==> config.mk <==
export PLATFORM = sky130hd
export DESIGN_NAME = pec_top
export DESIGN_NICKNAME = d
export VERILOG_FILES = /design/src/rtl/pec_pkg.sv /design/src/rtl/pec_range_ctrl.sv /design/src/rtl/pec_channel.sv /design/src/rtl/pec_top.sv
export VERILOG_INCLUDE_DIRS = /design/src /design/src/rtl
export SDC_FILE = /design/constraint.sdc
export NUM_CORES = 1
export LEC_CHECK = 0
export ABC_CLOCK_PERIOD_IN_PS = 5100
export BUFFER_PORTS_ARGS = -buffer_cell sky130_fd_sc_hd__clkbuf_2
export CAP_MARGIN = 30
export CORE_MARGIN = 5
export CORE_UTILIZATION = 60
export DETAILED_ROUTE_END_ITERATION = 7
export PLACE_DENSITY = 0.81
export SYNTH_ARGS = -nofsm -noshare
export SYNTH_HDL_FRONTEND = slang
export SYNTH_HIERARCHICAL = 1
export SYNTH_SLANG_ARGS = --single-unit
==> constraint.sdc <==
create_clock -name aclk -period 5.1 [get_ports aclk]
set_input_delay 1.53 -clock aclk [delete_from_list [all_inputs] [get_ports aclk]]
set_output_delay 1.53 -clock aclk [all_outputs]
set_load 0.01 [all_outputs]
==> src/rtl/pec_consts.svh <==
// Offsets, field positions, reset values and counts of the performance event counters
`ifndef PEC_CONSTS_SVH
`define PEC_CONSTS_SVH

`define PEC_NUM_CH 4
`define PEC_CNT_W 32
`define PEC_SEL_W 6
`define PEC_NUM_SRC 38

// Register byte offsets
`define PEC_OFF_CTRL 8'h00
`define PEC_OFF_SEL 8'h04
`define PEC_OFF_STATUS 8'h08
`define PEC_OFF_COUNT0 8'h10
`define PEC_OFF_COUNT3 8'h1c

// Control register fields
`define PEC_CTRL_MODE_LSB 0
`define PEC_CTRL_MODE_MSB 1
`define PEC_CTRL_INIT_BIT 2

// Source select field pitch in the select register
`define PEC_SEL_PITCH 8

// Status register fields
`define PEC_ST_OVF_LSB 0
`define PEC_ST_ACTIVE_BIT 4
`define PEC_ST_ERR_BIT 5
`define PEC_ST_INACC_BIT 6

// Reset values
`define PEC_CTRL_RST 32'h0000_0000
`define PEC_SEL_RST 32'h0000_0000

// Branch events advance the counter by this step
`define PEC_BRANCH_STEP 32'h0000_0002

// AXI responses
`define PEC_RESP_OKAY 2'b00
`define PEC_RESP_SLVERR 2'b10

`endif

==> src/rtl/pec_pkg.sv <==
// Types shared by the performance event counter modules
package pec_pkg;

  typedef enum logic [1:0] {
    PEC_MODE_NORMAL = 2'h0,
    PEC_MODE_1TO2 = 2'h1,
    PEC_MODE_2TO1 = 2'h2,
    PEC_MODE_RSVD = 2'h3
  } pec_mode_t;

  typedef enum logic [3:0] {
    PEC_ST_IDLE = 4'h1,
    PEC_ST_WAIT = 4'h2,
    PEC_ST_COUNT = 4'h4,
    PEC_ST_DONE = 4'h8
  } pec_state_t;

  // Source codes; the event input vector is indexed by the same code
  typedef enum logic [5:0] {
    PEC_SRC_DISABLED = 6'h00, PEC_SRC_ELAPSED = 6'h01, PEC_SRC_CYCLES = 6'h02,
    PEC_SRC_BRANCH = 6'h03, PEC_SRC_INSTR = 6'h04, PEC_SRC_DSP = 6'h05,
    PEC_SRC_ID_CONFLICT = 6'h06, PEC_SRC_OTHER_CONFLICT = 6'h07, PEC_SRC_EXC_IRQ = 6'h08,
    PEC_SRC_DTLB_MISS = 6'h09, PEC_SRC_ITLB_MISS = 6'h0a, PEC_SRC_IRQ = 6'h0b,
    PEC_SRC_BLOCKED = 6'h0c, PEC_SRC_PRIV = 6'h0d, PEC_SRC_IC_MISS = 6'h0e,
    PEC_SRC_DC_MISS = 6'h0f, PEC_SRC_IF_STALL = 6'h10, PEC_SRC_DA_STALL = 6'h11,
    PEC_SRC_IC_STALL = 6'h12, PEC_SRC_DC_STALL = 6'h13, PEC_SRC_C_STALL = 6'h14,
    PEC_SRC_XY_STALL = 6'h15, PEC_SRC_U_STALL = 6'h16, PEC_SRC_ACC_STALL = 6'h17,
    PEC_SRC_OTHER_ACC = 6'h18, PEC_SRC_NC_CYC = 6'h19, PEC_SRC_NC_I_CYC = 6'h1a,
    PEC_SRC_NC_D_CYC = 6'h1b, PEC_SRC_C_CYC = 6'h1c, PEC_SRC_C_I_CYC = 6'h1d,
    PEC_SRC_C_D_CYC = 6'h1e, PEC_SRC_OTHER_ACC_N = 6'h1f, PEC_SRC_NC_N = 6'h20,
    PEC_SRC_NC_I_N = 6'h21, PEC_SRC_NC_D_N = 6'h22, PEC_SRC_C_N = 6'h23,
    PEC_SRC_C_I_N = 6'h24, PEC_SRC_C_D_N = 6'h25
  } pec_src_t;

endpackage

==> src/rtl/pec_range_ctrl.sv <==
// Measurement window controller: start and end of counting per run mode
`timescale 1ns/1ns
`include "pec_consts.svh"
module pec_range_ctrl (
  // Clock and reset
  input wire logic aclk,
  input wire logic aresetn,
  // Configuration
  input wire pec_pkg::pec_mode_t mode,
  input wire logic all_disabled,
  input wire logic init,
  // Execution and comparator events
  input wire logic run_start,
  input wire logic break_halt,
  input wire logic cmp1_match,
  input wire logic cmp2_match,
  // Status
  output logic active,
  output logic cfg_err
);
  import pec_pkg::*;

  pec_state_t state_q;
  logic range_mode;
  logic start_hit;
  logic end_hit;

  assign range_mode = (mode == PEC_MODE_1TO2) || (mode == PEC_MODE_2TO1);
  assign start_hit = (mode == PEC_MODE_1TO2) ? cmp1_match : cmp2_match;
  assign end_hit = (mode == PEC_MODE_1TO2) ? cmp2_match : cmp1_match;
  assign active = (state_q == PEC_ST_COUNT);

  // A range with nothing to count is refused at run start and flagged
  always_ff @(posedge aclk) begin
    if (!aresetn) begin
      cfg_err <= 1'b0;
    end else if (run_start && range_mode && all_disabled) begin
      cfg_err <= 1'b1;
    end else if (init) begin
      cfg_err <= 1'b0;
    end
  end

  always_ff @(posedge aclk) begin
    if (!aresetn) begin
      state_q <= PEC_ST_IDLE;
    end else if (init) begin
      state_q <= PEC_ST_IDLE;
    end else begin
      case (state_q)
        PEC_ST_IDLE, PEC_ST_DONE: begin
          if (run_start && mode == PEC_MODE_NORMAL) begin
            state_q <= PEC_ST_COUNT;
          end else if (run_start && range_mode && !all_disabled) begin
            state_q <= PEC_ST_WAIT;
          end
        end
        PEC_ST_WAIT: begin
          if (break_halt) begin
            state_q <= PEC_ST_DONE;
          end else if (start_hit) begin
            state_q <= PEC_ST_COUNT;
          end
        end
        PEC_ST_COUNT: begin
          if (break_halt) begin
            state_q <= PEC_ST_DONE;
          end else if (range_mode && end_hit) begin
            state_q <= PEC_ST_DONE;
          end
        end
        default: begin
          state_q <= PEC_ST_IDLE;
        end
      endcase
    end
  end

endmodule // pec_range_ctrl

==> src/rtl/pec_channel.sv <==
// One 32-bit event counting channel with source select and sticky overflow
`timescale 1ns/1ns
`include "pec_consts.svh"
module pec_channel #(
  parameter int CNT_W = `PEC_CNT_W,
  parameter int NSRC = `PEC_NUM_SRC,
  parameter logic [`PEC_NUM_SRC-1:0] FEAT_MASK = '1
) (
  // Clock and reset
  input wire logic aclk,
  input wire logic aresetn,
  // Control
  input wire pec_pkg::pec_src_t sel,
  input wire logic active,
  input wire logic cpu_sleep,
  input wire logic init,
  // Events
  input wire logic [NSRC-1:0] events,
  // Result
  output logic [CNT_W-1:0] count,
  output logic ovf
);
  import pec_pkg::*;

  logic [CNT_W-1:0] step;
  logic [CNT_W:0] sum;

  // Step applied this cycle for the selected source
  function automatic logic [CNT_W-1:0] step_of(input pec_src_t s, input logic [NSRC-1:0] ev);
    logic [CNT_W-1:0] r;
    r = '0;
    case (s)
      PEC_SRC_DISABLED: r = '0;
      PEC_SRC_ELAPSED: r = CNT_W'(1);
      PEC_SRC_BRANCH: r = ev[PEC_SRC_BRANCH] ? CNT_W'(`PEC_BRANCH_STEP) : '0;
      default: r = (ev[s] && FEAT_MASK[s]) ? CNT_W'(1) : '0;
    endcase
    return r;
  endfunction

  // Sleep stands for the stopped CPU clock: nothing advances while it is high
  assign step = (active && !cpu_sleep) ? step_of(sel, events) : '0;
  assign sum = {1'b0, count} + {1'b0, step};

  // Saturate on wrap so a wrapped value is never mistaken for a small one
  always_ff @(posedge aclk) begin
    if (!aresetn) begin
      count <= '0;
    end else if (init) begin
      count <= '0;
    end else if (sum[CNT_W]) begin
      count <= '1;
    end else begin
      count <= sum[CNT_W-1:0];
    end
  end

  always_ff @(posedge aclk) begin
    if (!aresetn) begin
      ovf <= 1'b0;
    end else if (sum[CNT_W]) begin
      ovf <= 1'b1;
    end else if (init) begin
      ovf <= 1'b0;
    end
  end

endmodule // pec_channel

==> src/rtl/pec_top.sv <==
// Four-channel performance event counter unit with AXI4-Lite register access
`timescale 1ns/1ns
`include "pec_consts.svh"
module pec_top #(
  parameter int NUM_CH = `PEC_NUM_CH,
  parameter int CNT_W = `PEC_CNT_W,
  parameter bit HAS_DSP = 1'b1,
  parameter bit HAS_MMU = 1'b1,
  parameter bit HAS_XY = 1'b1,
  parameter bit HAS_U = 1'b1
) (
  // Clock and reset
  input wire logic aclk,
  input wire logic aresetn,
  // AXI4-Lite write address
  input wire logic [7:0] s_axi_awaddr,
  input wire logic s_axi_awvalid,
  output logic s_axi_awready,
  // AXI4-Lite write data
  input wire logic [31:0] s_axi_wdata,
  input wire logic [3:0] s_axi_wstrb,
  input wire logic s_axi_wvalid,
  output logic s_axi_wready,
  // AXI4-Lite write response
  output logic [1:0] s_axi_bresp,
  output logic s_axi_bvalid,
  input wire logic s_axi_bready,
  // AXI4-Lite read address
  input wire logic [7:0] s_axi_araddr,
  input wire logic s_axi_arvalid,
  output logic s_axi_arready,
  // AXI4-Lite read data
  output logic [31:0] s_axi_rdata,
  output logic [1:0] s_axi_rresp,
  output logic s_axi_rvalid,
  input wire logic s_axi_rready,
  // CPU execution and break logic, same clock
  input wire logic run_start,
  input wire logic break_halt,
  input wire logic cmp1_match,
  input wire logic cmp2_match,
  input wire logic cpu_sleep,
  input wire logic trace_nonrealtime,
  input wire logic [`PEC_NUM_SRC-1:0] cpu_events,
  // To break logic
  output logic cmp_break_suppress,
  output logic overflow_any
);
  import pec_pkg::*;

  // ---------------------------------------------------------------------------
  // Feature gating
  // ---------------------------------------------------------------------------
  localparam logic [`PEC_NUM_SRC-1:0] FEAT_MASK =
    ~(((`PEC_NUM_SRC)'(!HAS_DSP)) << PEC_SRC_DSP
    | ((`PEC_NUM_SRC)'(!HAS_MMU)) << PEC_SRC_DTLB_MISS
    | ((`PEC_NUM_SRC)'(!HAS_MMU)) << PEC_SRC_ITLB_MISS
    | ((`PEC_NUM_SRC)'(!HAS_XY)) << PEC_SRC_XY_STALL
    | ((`PEC_NUM_SRC)'(!HAS_U)) << PEC_SRC_U_STALL);

  // ---------------------------------------------------------------------------
  // Registers
  // ---------------------------------------------------------------------------
  pec_mode_t mode_q;
  logic [31:0] sel_q;
  logic init_q;
  logic inacc_q;
  logic active;
  logic cfg_err;
  logic all_disabled;
  logic [NUM_CH-1:0] ovf;
  logic [CNT_W-1:0] count [NUM_CH];

  logic [7:0] awaddr_q;
  logic aw_held_q;
  logic [31:0] wdata_q;
  logic [3:0] wstrb_q;
  logic w_held_q;
  logic wr_fire;

  function automatic pec_src_t sel_of(input logic [31:0] s, input int ch);
    return pec_src_t'(s[ch*`PEC_SEL_PITCH +: `PEC_SEL_W]);
  endfunction

  function automatic logic [31:0] merge(input logic [31:0] old, input logic [31:0] nw,
                                        input logic [3:0] strb);
    logic [31:0] r;
    r = old;
    for (int b = 0; b < 4; b++) begin
      if (strb[b]) begin
        r[b*8 +: 8] = nw[b*8 +: 8];
      end
    end
    return r;
  endfunction

  always_comb begin
    all_disabled = 1'b1;
    for (int c = 0; c < NUM_CH; c++) begin
      if (sel_of(sel_q, c) != PEC_SRC_DISABLED) begin
        all_disabled = 1'b0;
      end
    end
  end

  // ---------------------------------------------------------------------------
  // Write channel: address and data taken in either order
  // ---------------------------------------------------------------------------
  assign wr_fire = aw_held_q && w_held_q && !s_axi_bvalid;

  always_ff @(posedge aclk) begin
    if (!aresetn) begin
      aw_held_q <= 1'b0;
      awaddr_q <= 8'h00;
      s_axi_awready <= 1'b0;
    end else if (s_axi_awvalid && s_axi_awready) begin
      aw_held_q <= 1'b1;
      awaddr_q <= s_axi_awaddr;
      s_axi_awready <= 1'b0;
    end else if (wr_fire) begin
      aw_held_q <= 1'b0;
    end else begin
      // Stay closed while a response is pending so no second write slips in
      s_axi_awready <= !aw_held_q && !s_axi_bvalid;
    end
  end

  always_ff @(posedge aclk) begin
    if (!aresetn) begin
      w_held_q <= 1'b0;
      wdata_q <= 32'h0000_0000;
      wstrb_q <= 4'h0;
      s_axi_wready <= 1'b0;
    end else if (s_axi_wvalid && s_axi_wready) begin
      w_held_q <= 1'b1;
      wdata_q <= s_axi_wdata;
      wstrb_q <= s_axi_wstrb;
      s_axi_wready <= 1'b0;
    end else if (wr_fire) begin
      w_held_q <= 1'b0;
    end else begin
      s_axi_wready <= !w_held_q && !s_axi_bvalid;
    end
  end

  always_ff @(posedge aclk) begin
    if (!aresetn) begin
      s_axi_bvalid <= 1'b0;
      s_axi_bresp <= `PEC_RESP_OKAY;
    end else if (wr_fire) begin
      s_axi_bvalid <= 1'b1;
      s_axi_bresp <= (awaddr_q[7:2] == (`PEC_OFF_CTRL >> 2) ||
                      awaddr_q[7:2] == (`PEC_OFF_SEL >> 2)) ? `PEC_RESP_OKAY
                                                             : `PEC_RESP_SLVERR;
    end else if (s_axi_bready) begin
      s_axi_bvalid <= 1'b0;
    end
  end

  // ---------------------------------------------------------------------------
  // Configuration registers
  // ---------------------------------------------------------------------------
  always_ff @(posedge aclk) begin
    if (!aresetn) begin
      mode_q <= pec_mode_t'(2'(`PEC_CTRL_RST));
    end else if (wr_fire && awaddr_q[7:2] == (`PEC_OFF_CTRL >> 2) && wstrb_q[0]) begin
      mode_q <= pec_mode_t'(wdata_q[`PEC_CTRL_MODE_MSB:`PEC_CTRL_MODE_LSB]);
    end
  end

  // Init is a one-cycle command; the bit always reads back as zero
  always_ff @(posedge aclk) begin
    if (!aresetn) begin
      init_q <= 1'b0;
    end else begin
      init_q <= wr_fire && awaddr_q[7:2] == (`PEC_OFF_CTRL >> 2) && wstrb_q[0] &&
                wdata_q[`PEC_CTRL_INIT_BIT];
    end
  end

  always_ff @(posedge aclk) begin
    if (!aresetn) begin
      sel_q <= `PEC_SEL_RST;
    end else if (wr_fire && awaddr_q[7:2] == (`PEC_OFF_SEL >> 2)) begin
      sel_q <= merge(sel_q, wdata_q, wstrb_q);
    end
  end

  // Non-realtime trace disturbs stalls and cycles, so results are marked
  always_ff @(posedge aclk) begin
    if (!aresetn) begin
      inacc_q <= 1'b0;
    end else if (active && trace_nonrealtime) begin
      inacc_q <= 1'b1;
    end else if (init_q) begin
      inacc_q <= 1'b0;
    end
  end

  // ---------------------------------------------------------------------------
  // Measurement window and channels
  // ---------------------------------------------------------------------------
  pec_range_ctrl u_range (
    .aclk(aclk),
    .aresetn(aresetn),
    .mode(mode_q),
    .all_disabled(all_disabled),
    .init(init_q),
    .run_start(run_start),
    .break_halt(break_halt),
    .cmp1_match(cmp1_match),
    .cmp2_match(cmp2_match),
    .active(active),
    .cfg_err(cfg_err)
  );

  // Area events arrive classified by address region, not by cache result,
  // so TLB-uncached accesses already fall in the cacheable class
  for (genvar c = 0; c < NUM_CH; c++) begin : g_ch
    pec_channel #(
      .CNT_W(CNT_W),
      .NSRC(`PEC_NUM_SRC),
      .FEAT_MASK(FEAT_MASK)
    ) u_ch (
      .aclk(aclk),
      .aresetn(aresetn),
      .sel(sel_of(sel_q, c)),
      .active(active),
      .cpu_sleep(cpu_sleep),
      .init(init_q),
      .events(cpu_events),
      .count(count[c]),
      .ovf(ovf[c])
    );
  end

  always_ff @(posedge aclk) begin
    if (!aresetn) begin
      cmp_break_suppress <= 1'b0;
    end else begin
      cmp_break_suppress <= (mode_q == PEC_MODE_1TO2) || (mode_q == PEC_MODE_2TO1);
    end
  end

  always_ff @(posedge aclk) begin
    if (!aresetn) begin
      overflow_any <= 1'b0;
    end else begin
      overflow_any <= |ovf;
    end
  end

  // ---------------------------------------------------------------------------
  // Read channel
  // ---------------------------------------------------------------------------
  always_ff @(posedge aclk) begin
    if (!aresetn) begin
      s_axi_arready <= 1'b0;
    end else begin
      s_axi_arready <= !s_axi_rvalid && !(s_axi_arvalid && s_axi_arready);
    end
  end

  always_ff @(posedge aclk) begin
    if (!aresetn) begin
      s_axi_rvalid <= 1'b0;
      s_axi_rdata <= 32'h0000_0000;
      s_axi_rresp <= `PEC_RESP_OKAY;
    end else if (s_axi_arvalid && s_axi_arready) begin
      s_axi_rvalid <= 1'b1;
      s_axi_rresp <= `PEC_RESP_OKAY;
      s_axi_rdata <= 32'h0000_0000;
      if (s_axi_araddr[7:2] == (`PEC_OFF_CTRL >> 2)) begin
        s_axi_rdata[`PEC_CTRL_MODE_MSB:`PEC_CTRL_MODE_LSB] <= mode_q;
      end else if (s_axi_araddr[7:2] == (`PEC_OFF_SEL >> 2)) begin
        s_axi_rdata <= sel_q;
      end else if (s_axi_araddr[7:2] == (`PEC_OFF_STATUS >> 2)) begin
        s_axi_rdata[`PEC_ST_OVF_LSB +: `PEC_NUM_CH] <= ovf;
        s_axi_rdata[`PEC_ST_ACTIVE_BIT] <= active;
        s_axi_rdata[`PEC_ST_ERR_BIT] <= cfg_err;
        s_axi_rdata[`PEC_ST_INACC_BIT] <= inacc_q;
      end else if (s_axi_araddr >= `PEC_OFF_COUNT0 && s_axi_araddr <= `PEC_OFF_COUNT3) begin
        s_axi_rdata <= count[s_axi_araddr[3:2]];
      end else begin
        s_axi_rresp <= `PEC_RESP_SLVERR;
      end
    end else if (s_axi_rready) begin
      s_axi_rvalid <= 1'b0;
    end
  end

endmodule // pec_top

==> results.txt, run 1 <==
After clock tree synthesis, the clock-pin slew on the worst setup and hold paths is 0.06 ns. Cell seen most often among critical-path stages: sky130_fd_sc_hd__nand4_1. The run gives 0.337 mV as the largest voltage drop on the vdd net.

For this run, the top clock speed supported by timing is 235 MHz. In the layout the commonest cells are 258 x sky130_fd_sc_hd__dfxtp_1, 252 x sky130_fd_sc_hd__nand2_1, 181 x sky130_fd_sc_hd__a21oi_1. The share of power burned in the clock network was 0.459; the iteration count of the initial detailed-routing pass was 5. In the final timing run, aggregate negative setup slack is 0 ns.

After detailed routing, the average wire length per cell comes to 20.6 um. The worst setup path is launched from an input port. For this block, the initial DRC count from the detailed router was 1106. The combined area of the multi-input logic cells was 0.00836 sq mm. The worst setup path is captured at a register. The run finished with clean final reports. Detailed placement ended at an HPWL of 30200 um. For the worst setup path, the data arrival time is 4.70 ns. The number of instances in the synthesized netlist was 1571. The tools report the global router's overall resource usage as 0.303. The final critical-path share of the clock period came out at 0.835. The switching part of the total power works out to 0.231. The cell-internal power came out at 3.34 mW. The worst slew slack as a fraction of its limit was 0.236. Sequential cell area in the final layout: 0.00516 sq mm. The logs give 1816 for the count of filler cells inserted in the layout and 0.0150 sq mm for the placed standard-cell area. After clock tree synthesis, the flow added hold-fix buffers numbering 0. On the final layout, the worst clock skew is 0.00911 ns. The repair_antennas step left the layout with diodes totalling 0. The net switching power figure was 1.00 mW. The count of nets left with antenna violations after detail routing came out at 0. Walking the worst path, the cells encountered are clkbuf_2 -> nand2_1 -> a32oi_1 -> nand4_1 -> nand4_1 -> a211o_1 -> ha_1 -> inv_1 -> fa_1 -> nor4_4 -> nand3_2 -> buf_4 -> a21oi_1. The number of ports placed on the die boundary was 146; the total detailed-routing wirelength was 41600 um.

The via count of the first global-routing pass is 12159. Final hold violation count: 0. For the number of vias after detailed routing, the log shows 12726. The congestion estimate from routability-driven global placement came to 0.966.

In this run the static leakage power is 6.15 nW. The slew at the pin closest to its max-slew limit was 1.15 ns. Buffers added to address setup during post-CTS repair amount to 0.

The mean post-synth cell area is 8.90 sq um, and the pin count of the biggest net entering global routing is 60. The tools report the first-pass GRT wire length as 64900 um. The total overflow left after global routing is 0.

The multiplexer share of the synthesized area came out at 0.133. The cell taking the most area after synthesis was sky130_fd_sc_hd__dfxtp_1. The synthesized design contains 258 register bits.

The library cell used most frequently in the layout, excluding fill and tap cells, is sky130_fd_sc_hd__dfxtp_1. The final routed DRC violation total is 0. The share of post-route cells with drive strength above 1 is 0.177. After the last flow step, the layout net total stands at 1806.

In this run the power density over the cells is 273 mW/mm^2. The path class of the tightest hold or removal check is reg -> reg. The initial antenna violation count is 0, and the simple logic cell fraction of the synthesized area is 0.251.

The run gives 55 as the cell row count. Root cell of the clock tree: sky130_fd_sc_hd__clkbuf_16. The run gives 258 as the count of clock tree sinks.

Number of buffers created by CTS: 27. The fraction of synthesized cell area in xor and xnor cells was 0.0564; the number of setup violations in the final report was 0. After layout, the minimum clock period comes to 4.26 ns. The adder-cell share of the synthesized area was 0.0147.

The run gives 0.476 as the part of the power in registers. The number of pins exceeding their max-slew limit in the final report is 0. The fraction of the mapped netlist area in compound gates is 0.143. The proportion of netlist area held by the largest area contributor was 0.370; the number of gates resized after CTS was 0. The tools report the relative contribution of combinational cells to total power as 0.064. During placement, the flow inserted port buffers numbering 141. Combinational family with the most area after synthesis: simple AND/OR/NAND/NOR gates. Data on the critical path is required at its endpoint by 5.54 ns.

The most frequently used flop master after synthesis is sky130_fd_sc_hd__dfxtp_1. The tools report the post-synthesis sequential area ratio as 0.370. The later pin in the worst-skew pair is clocked with a latency of 0.53 ns. The number of vias per cell after detailed routing came out at 6.30. The final non-filler cell area was 0.0159 sq mm. The run gives 0.0264 sq mm as the area of the die. The largest individual stage delay along the critical path comes from the cell sky130_fd_sc_hd__nor4_4. The share of synthesized registers carrying an async set or reset is 0, and the number of different library cells in the post-synthesis netlist is 70.

The highest cell delay on the worst timing path came out at 0.66 ns. The floorplan step set the die width to 163 um. The starting density of the core is 0.614, and the die height is 163 um. For the core footprint, the log shows 0.0228 sq mm. Along the worst path, the maximum fanout reaches 25.

The number of levels the H-tree was split into is 1. Category of the most critical setup path: in -> reg. From synthesis to final layout, the design area changed by 13.9%.

The tool flagged a number of max-cap violations equal to 0. Setup repair after global routing left no endpoint under its margin. Yosys printed 6 warnings.

Summing every instance area after synthesis gives 0.0140 sq mm. The number of synthesized flops with an enable pin was 0. In the post-synthesis netlist, the biggest area contributors are sky130_fd_sc_hd__dfxtp_1 37%, sky130_fd_sc_hd__mux2i_1 7.4%, sky130_fd_sc_hd__nand2_1 6.8%. The internal reg-to-reg setup slack is 0.84 ns. TritonCTS built the clock tree. In this run the deepest clock path goes through 3 buffers.
-- worst paths after layout --
check	startpoint	end	depth (start not counted)
max	cpu_events[3]	g_ch[2].u_ch/count[0]	13
min	wdata_q[25]	sel_q[25]	2
max reg2reg	sel_q[17]	g_ch[2].u_ch/count[0]	12
min reg2reg	wdata_q[25]	sel_q[25]	2
-- per-stage QoR --
stage               power, mW  cells  hold slack, ns  setup slack (ns)  utilization
floorplan                2.27   1572           0.435              1.01            -
global placement         2.37   1969           0.432             0.381        0.654
detailed placement       2.38   1973           0.440             0.394        0.659
CTS                      4.35   2020           0.448             0.890        0.699
global route             4.47   2020           0.470             0.671        0.699
finish                   4.34   2020           0.449             0.840        0.699
-- synth_stat cells, drive strengths merged (15+ instances only) --
master and instances:
nor4 21, nand2 256, a31oi 15, nor3 26, mux4 36, a21oi 185, o21ai 45, nand4 39
a22oi 39, nand3 80, nor2 57, dfxtp 258, inv 21, and3 36, xor2 68, mux2i 103
xnor2 22, nand2b 32, and2 17, clkbuf 51, buf 30
-- critical path: cells and delay by family --
family | cells | cell delay (ns)
AND/OR/NAND/NOR | 5 | 1.21
adder cells (fa/ha/maj) | 2 | 0.76
AO/OA/AOI/OAI | 3 | 0.68
buffers and inverters | 3 | 0.48
-- logic make-up after synthesis --
kind of cell / count (synthesis)
compound gates: 332
xor+xnor: 90
fa+ha+maj: 14
buf+inv: 105
flops: 258
mux: 140
other cells: 1
simple gates: 631
-- power by group through the flow --
stage | clock network [mW] | logic (mW) | registers, mW
6_report | 1.99 | 0.280 | 2.07
5_1_grt | 2.10 | 0.302 | 2.07
4_1_cts | 2.01 | 0.276 | 2.07
3_5_place_dp | 0 | 0.274 | 2.11
3_3_place_gp | 0 | 0.259 | 2.11
2_1_floorplan | 0 | 0.162 | 2.10
-- per-layer routing --
metal  track usage  up-vias  part of all wire
li1              -     5929                 -
met1         0.400     6105              0.42
met2         0.502      577              0.46
met3        0.0486      115             0.081
met4         0.114        0             0.040
met5             0        -                 0
-- flip-flops by register name, summed over array words and instances (netlist names), 2 cells and up --
| name | flops |
|---|---|
| awaddr_q | 6 |
| g_ch.u_ch/count | 128 |
| g_ch.u_ch/ovf | 4 |
| mode_q | 2 |
| s_axi_rdata | 32 |
| sel_q | 32 |
| u_range/state_q | 4 |
| wdata_q | 32 |
| wstrb_q | 4 |
-- cell type report --
type                       instances  share of cell area
clock buffer                      39              0.0503
clock inverter                     8             0.00621
inverter                          21             0.00495
multi-input combinational       1209               0.525
sequential                       258               0.325
tap                              313              0.0246
timing repair buffer             172              0.0640
Power figures use the tool's default switching activity.
==> inputs of run 2 (changes only) <==
--- a/config.mk
+++ b/config.mk
@@ -6,7 +6,7 @@
 export SDC_FILE = /design/constraint.sdc
 export NUM_CORES = 1
 export LEC_CHECK = 0
-export ABC_CLOCK_PERIOD_IN_PS = 5100
+export ABC_CLOCK_PERIOD_IN_PS = 4400
 export BUFFER_PORTS_ARGS = -buffer_cell sky130_fd_sc_hd__clkbuf_2
 export CAP_MARGIN = 30
 export CORE_MARGIN = 5
==> constraint.sdc (replaced) <==
create_clock -name aclk -period 4.4 [get_ports aclk]
set_input_delay 1.32 -clock aclk [delete_from_list [all_inputs] [get_ports aclk]]
set_output_delay 1.32 -clock aclk [all_outputs]
set_load 0.01 [all_outputs]
==> run 2 against run 1 <==
Count of clock-buffer cells in the layout down 4. Non-clock buffer count grew 13. Cell count is 0.79% higher. Flip-flop and latch count unchanged. Die area stayed put. Setup slack worse by 0.32 ns. Critical path type unchanged. Largest power group is now the clock network.
==> results.txt, run 2 (synthesized netlist as in run 1, its figures left out) <==
The run finished with clean final reports. The congestion estimate from routability-driven global placement came to 0.974. The first global-routing pass estimated 65700 um of wire.

The routed length per instance was 21.1 um. Leaving out fill and tap cells, the most frequent cells in the layout are 258 x sky130_fd_sc_hd__dfxtp_1, 252 x sky130_fd_sc_hd__nand2_1, 181 x sky130_fd_sc_hd__a21oi_1. After routing the design area is 0.0162 sq mm. Across the VDD grid, the largest voltage drop is 0.333 mV. The tools report the share of power burned in the clock network as 0.474. Cell with the largest stage delay on the worst path: sky130_fd_sc_hd__or3b_2. The worst slew slack as a fraction of its limit came out at 0.523.

Counting along the longest clock path gives a buffer depth of 3. Data on the critical path is required at its endpoint by 4.82 ns. The logs give 0.307 for the global router's overall resource usage and 0 for the aggregate global routing overflow. Setup repair after global routing left no endpoint under its margin.

The final critical-path share of the clock period is 0.882, and the path depth of the worst reg2reg path is 13. Across all register-to-register paths, the minimum setup slack is 0.56 ns. The run gives 0.710 as the final cell utilization of the core.

The worst register-to-register path begins at u_range/state_q[1]. The floorplan step defined a die boundary enclosing 0.0264 sq mm. For the via count of the first global-routing pass, the log shows 12194.

The number of vias per cell after detailed routing is 6.43. The switching part of the total power works out to 0.232. STA classifies the critical path startpoint as an input port. Final hold violation count: 0. The number of vias after detailed routing is 13085, and the synthesis-to-finish area growth is 15.7%. The share of post-route cells with drive strength above 1 was 0.186.

The leakage power of the design is 6.28 nW, and the highest cell delay on the worst timing path is 0.50 ns. Category of the most critical setup path: in -> reg. The logs give 0.0151 sq mm for the placed standard-cell area and 1 for the number of levels the H-tree was split into. g_ch.u_ch/count holds more flip-flops than any other register.

The number of antenna diodes in the final layout is 0. After clock tree synthesis, the repair step resized 0 gates. Detailed placement ended at an HPWL of 30300 um.

The run gives 27 as the number of buffers created by CTS. The count of clock tree sinks is 258, and the number of ports placed on the die boundary is 146. TritonCTS built the clock tree. The initialized floorplan defines 55 standard-cell rows. The total negative slack is 0 ns. The initial antenna violation count is 0. In this run the critical register-to-register path is captured at g_ch[0].u_ch/count[16].

Horizontal die dimension: 163 um. The class of the most critical hold timing path is reg -> reg. Along the worst hold path, the cell count comes to 2. The max capacitance violation total is 0. The worst hold path terminates at s_axi_rdata[12]. For the starting density of the core, the log shows 0.614. For this run, design rule violations remaining after detail routing come to 0. The tools report the buffers inserted during post-CTS setup optimization as 0. The clock transition at the registers of the reported paths was 0.06 ns; the total power divided by cell area was 320 mW/mm^2. The number of setup violations in the final report is 0, and the number of buffers inserted by port buffering is 141. The logs give 0.463 for the part of the power in registers and 1819 for the count of nets after finishing.

The signal on the critical path passes through clkbuf_2 -> or3b_2 -> nor3_1 -> a211o_1 -> ha_1 -> inv_1 -> fa_1 -> nor4_4 -> buf_4 -> nand3_2 -> buf_4 -> a21oi_1. The first routing iteration left 1459 violations. The run gives 0 as the count of nets left with antenna violations after detail routing. After detailed routing, the total wire length is 42900 um.

The region available for standard cell placement spans 0.0228 sq mm. The relative contribution of combinational cells to total power is 0.063, and the post-cts hold buffer count is 0. The run gives 258 MHz as the achievable frequency. The run gives 0.0285 ns as the clock skew. Leaving out fill and tap cells, the most frequent cell in the layout is sky130_fd_sc_hd__dfxtp_1. The number of pins exceeding their max-slew limit in the final report was 0. The run gives 5 as the iteration count of the initial detailed-routing pass. The slew at the pin closest to its max-slew limit was 0.715 ns. The worst setup path is captured at a register. The worst endpoint data arrival time was 4.31 ns. Clock latency on the worst-skew pair, taken at its later pin, is 0.55 ns. Counting the fill cells in the layout gives 1738. The worst hold path begins at s_axi_rdata[12]. Die height: 163 um. The net switching power figure was 1.20 mW; the biggest fanout along the worst timing path was 26. The shortest clock period the worst path allows after layout is 3.88 ns, and the pin count of the biggest net entering global routing is 61. The cell-internal power was 3.97 mW. Cell seen most often among critical-path stages: sky130_fd_sc_hd__buf_4.

The tree is rooted in a sky130_fd_sc_hd__clkbuf_16. The register with the most flip-flops in the layout has 128 of them.
[run 2: cell types whose count changed in the layout (fill, tap and decap cells not counted), sizes merged]
cell | previous run | this run
bufinv | 2 | 4
inv | 22 | 23
buf | 31 | 44
clkinv | 4 | 8
clkbuf | 180 | 176
[run 2: worst max-delay path, delay by kind of cell]
family | cells | cell delay, ns
AO/OA/AOI/OAI | 2 | 0.40
buffers and inverters | 4 | 0.74
AND/OR/NAND/NOR | 4 | 1.15
adder cells (fa/ha/maj) | 2 | 0.67
[run 2: power by group through the flow]
stage / clock network [mW] / logic (mW) / registers [mW]
final: 2.45 / 0.325 / 2.40
after global routing: 2.58 / 0.351 / 2.40
after CTS: 2.47 / 0.318 / 2.39
after detailed placement: 0 / 0.316 / 2.45
after global placement: 0 / 0.300 / 2.44
after floorplan: 0 / 0.188 / 2.44
[run 2: how the worst max path moves through the flow]
| stage | cells after the start | start | endpoint |
|---|---|---|---|
| final | 12 | cpu_sleep | g_ch[0].u_ch/count[16] |
| after global routing | 13 | u_range/state_q[2] | g_ch[0].u_ch/count[16] |
| after CTS | 13 | sel_q[25] | g_ch[3].u_ch/count[0] |
| after detailed placement | 12 | cpu_sleep | g_ch[3].u_ch/count[0] |
| after global placement | 14 | cpu_events[3] | g_ch[2].u_ch/count[26] |
| after floorplan | 12 | u_range/state_q[1] | g_ch[0].u_ch/count[30] |
[run 2: layer usage]
layer,GRT usage,part of all wire
met5,0,0
met4,0.125,0.043
met3,0.0438,0.086
met2,0.501,0.47
met1,0.412,0.41
[run 2: layout make-up]
type,instances,area [sq um],area share
clock buffers,35,776,0.0480
clock inverters,15,185,0.0115
inverters,21,78.8,0.00488
multi-input cells,1209,8360,0.517
flip-flops and latches,258,5160,0.319
well taps,313,392,0.0242
repair buffers,185,1210,0.0748
[run 2: through the flow]
stage | hold WS [ns] | power, mW | worst slack (ns) | instances
global route | 0.472 | 5.33 | 0.450 | 2036
CTS | 0.457 | 5.18 | 0.493 | 2033
floorplan | 0.435 | 2.63 | 0.412 | 1572
detailed placement | 0.441 | 2.76 | 0.117 | 1983
global placement | 0.432 | 2.74 | 0.138 | 1978
finish | 0.452 | 5.17 | 0.518 | 2036
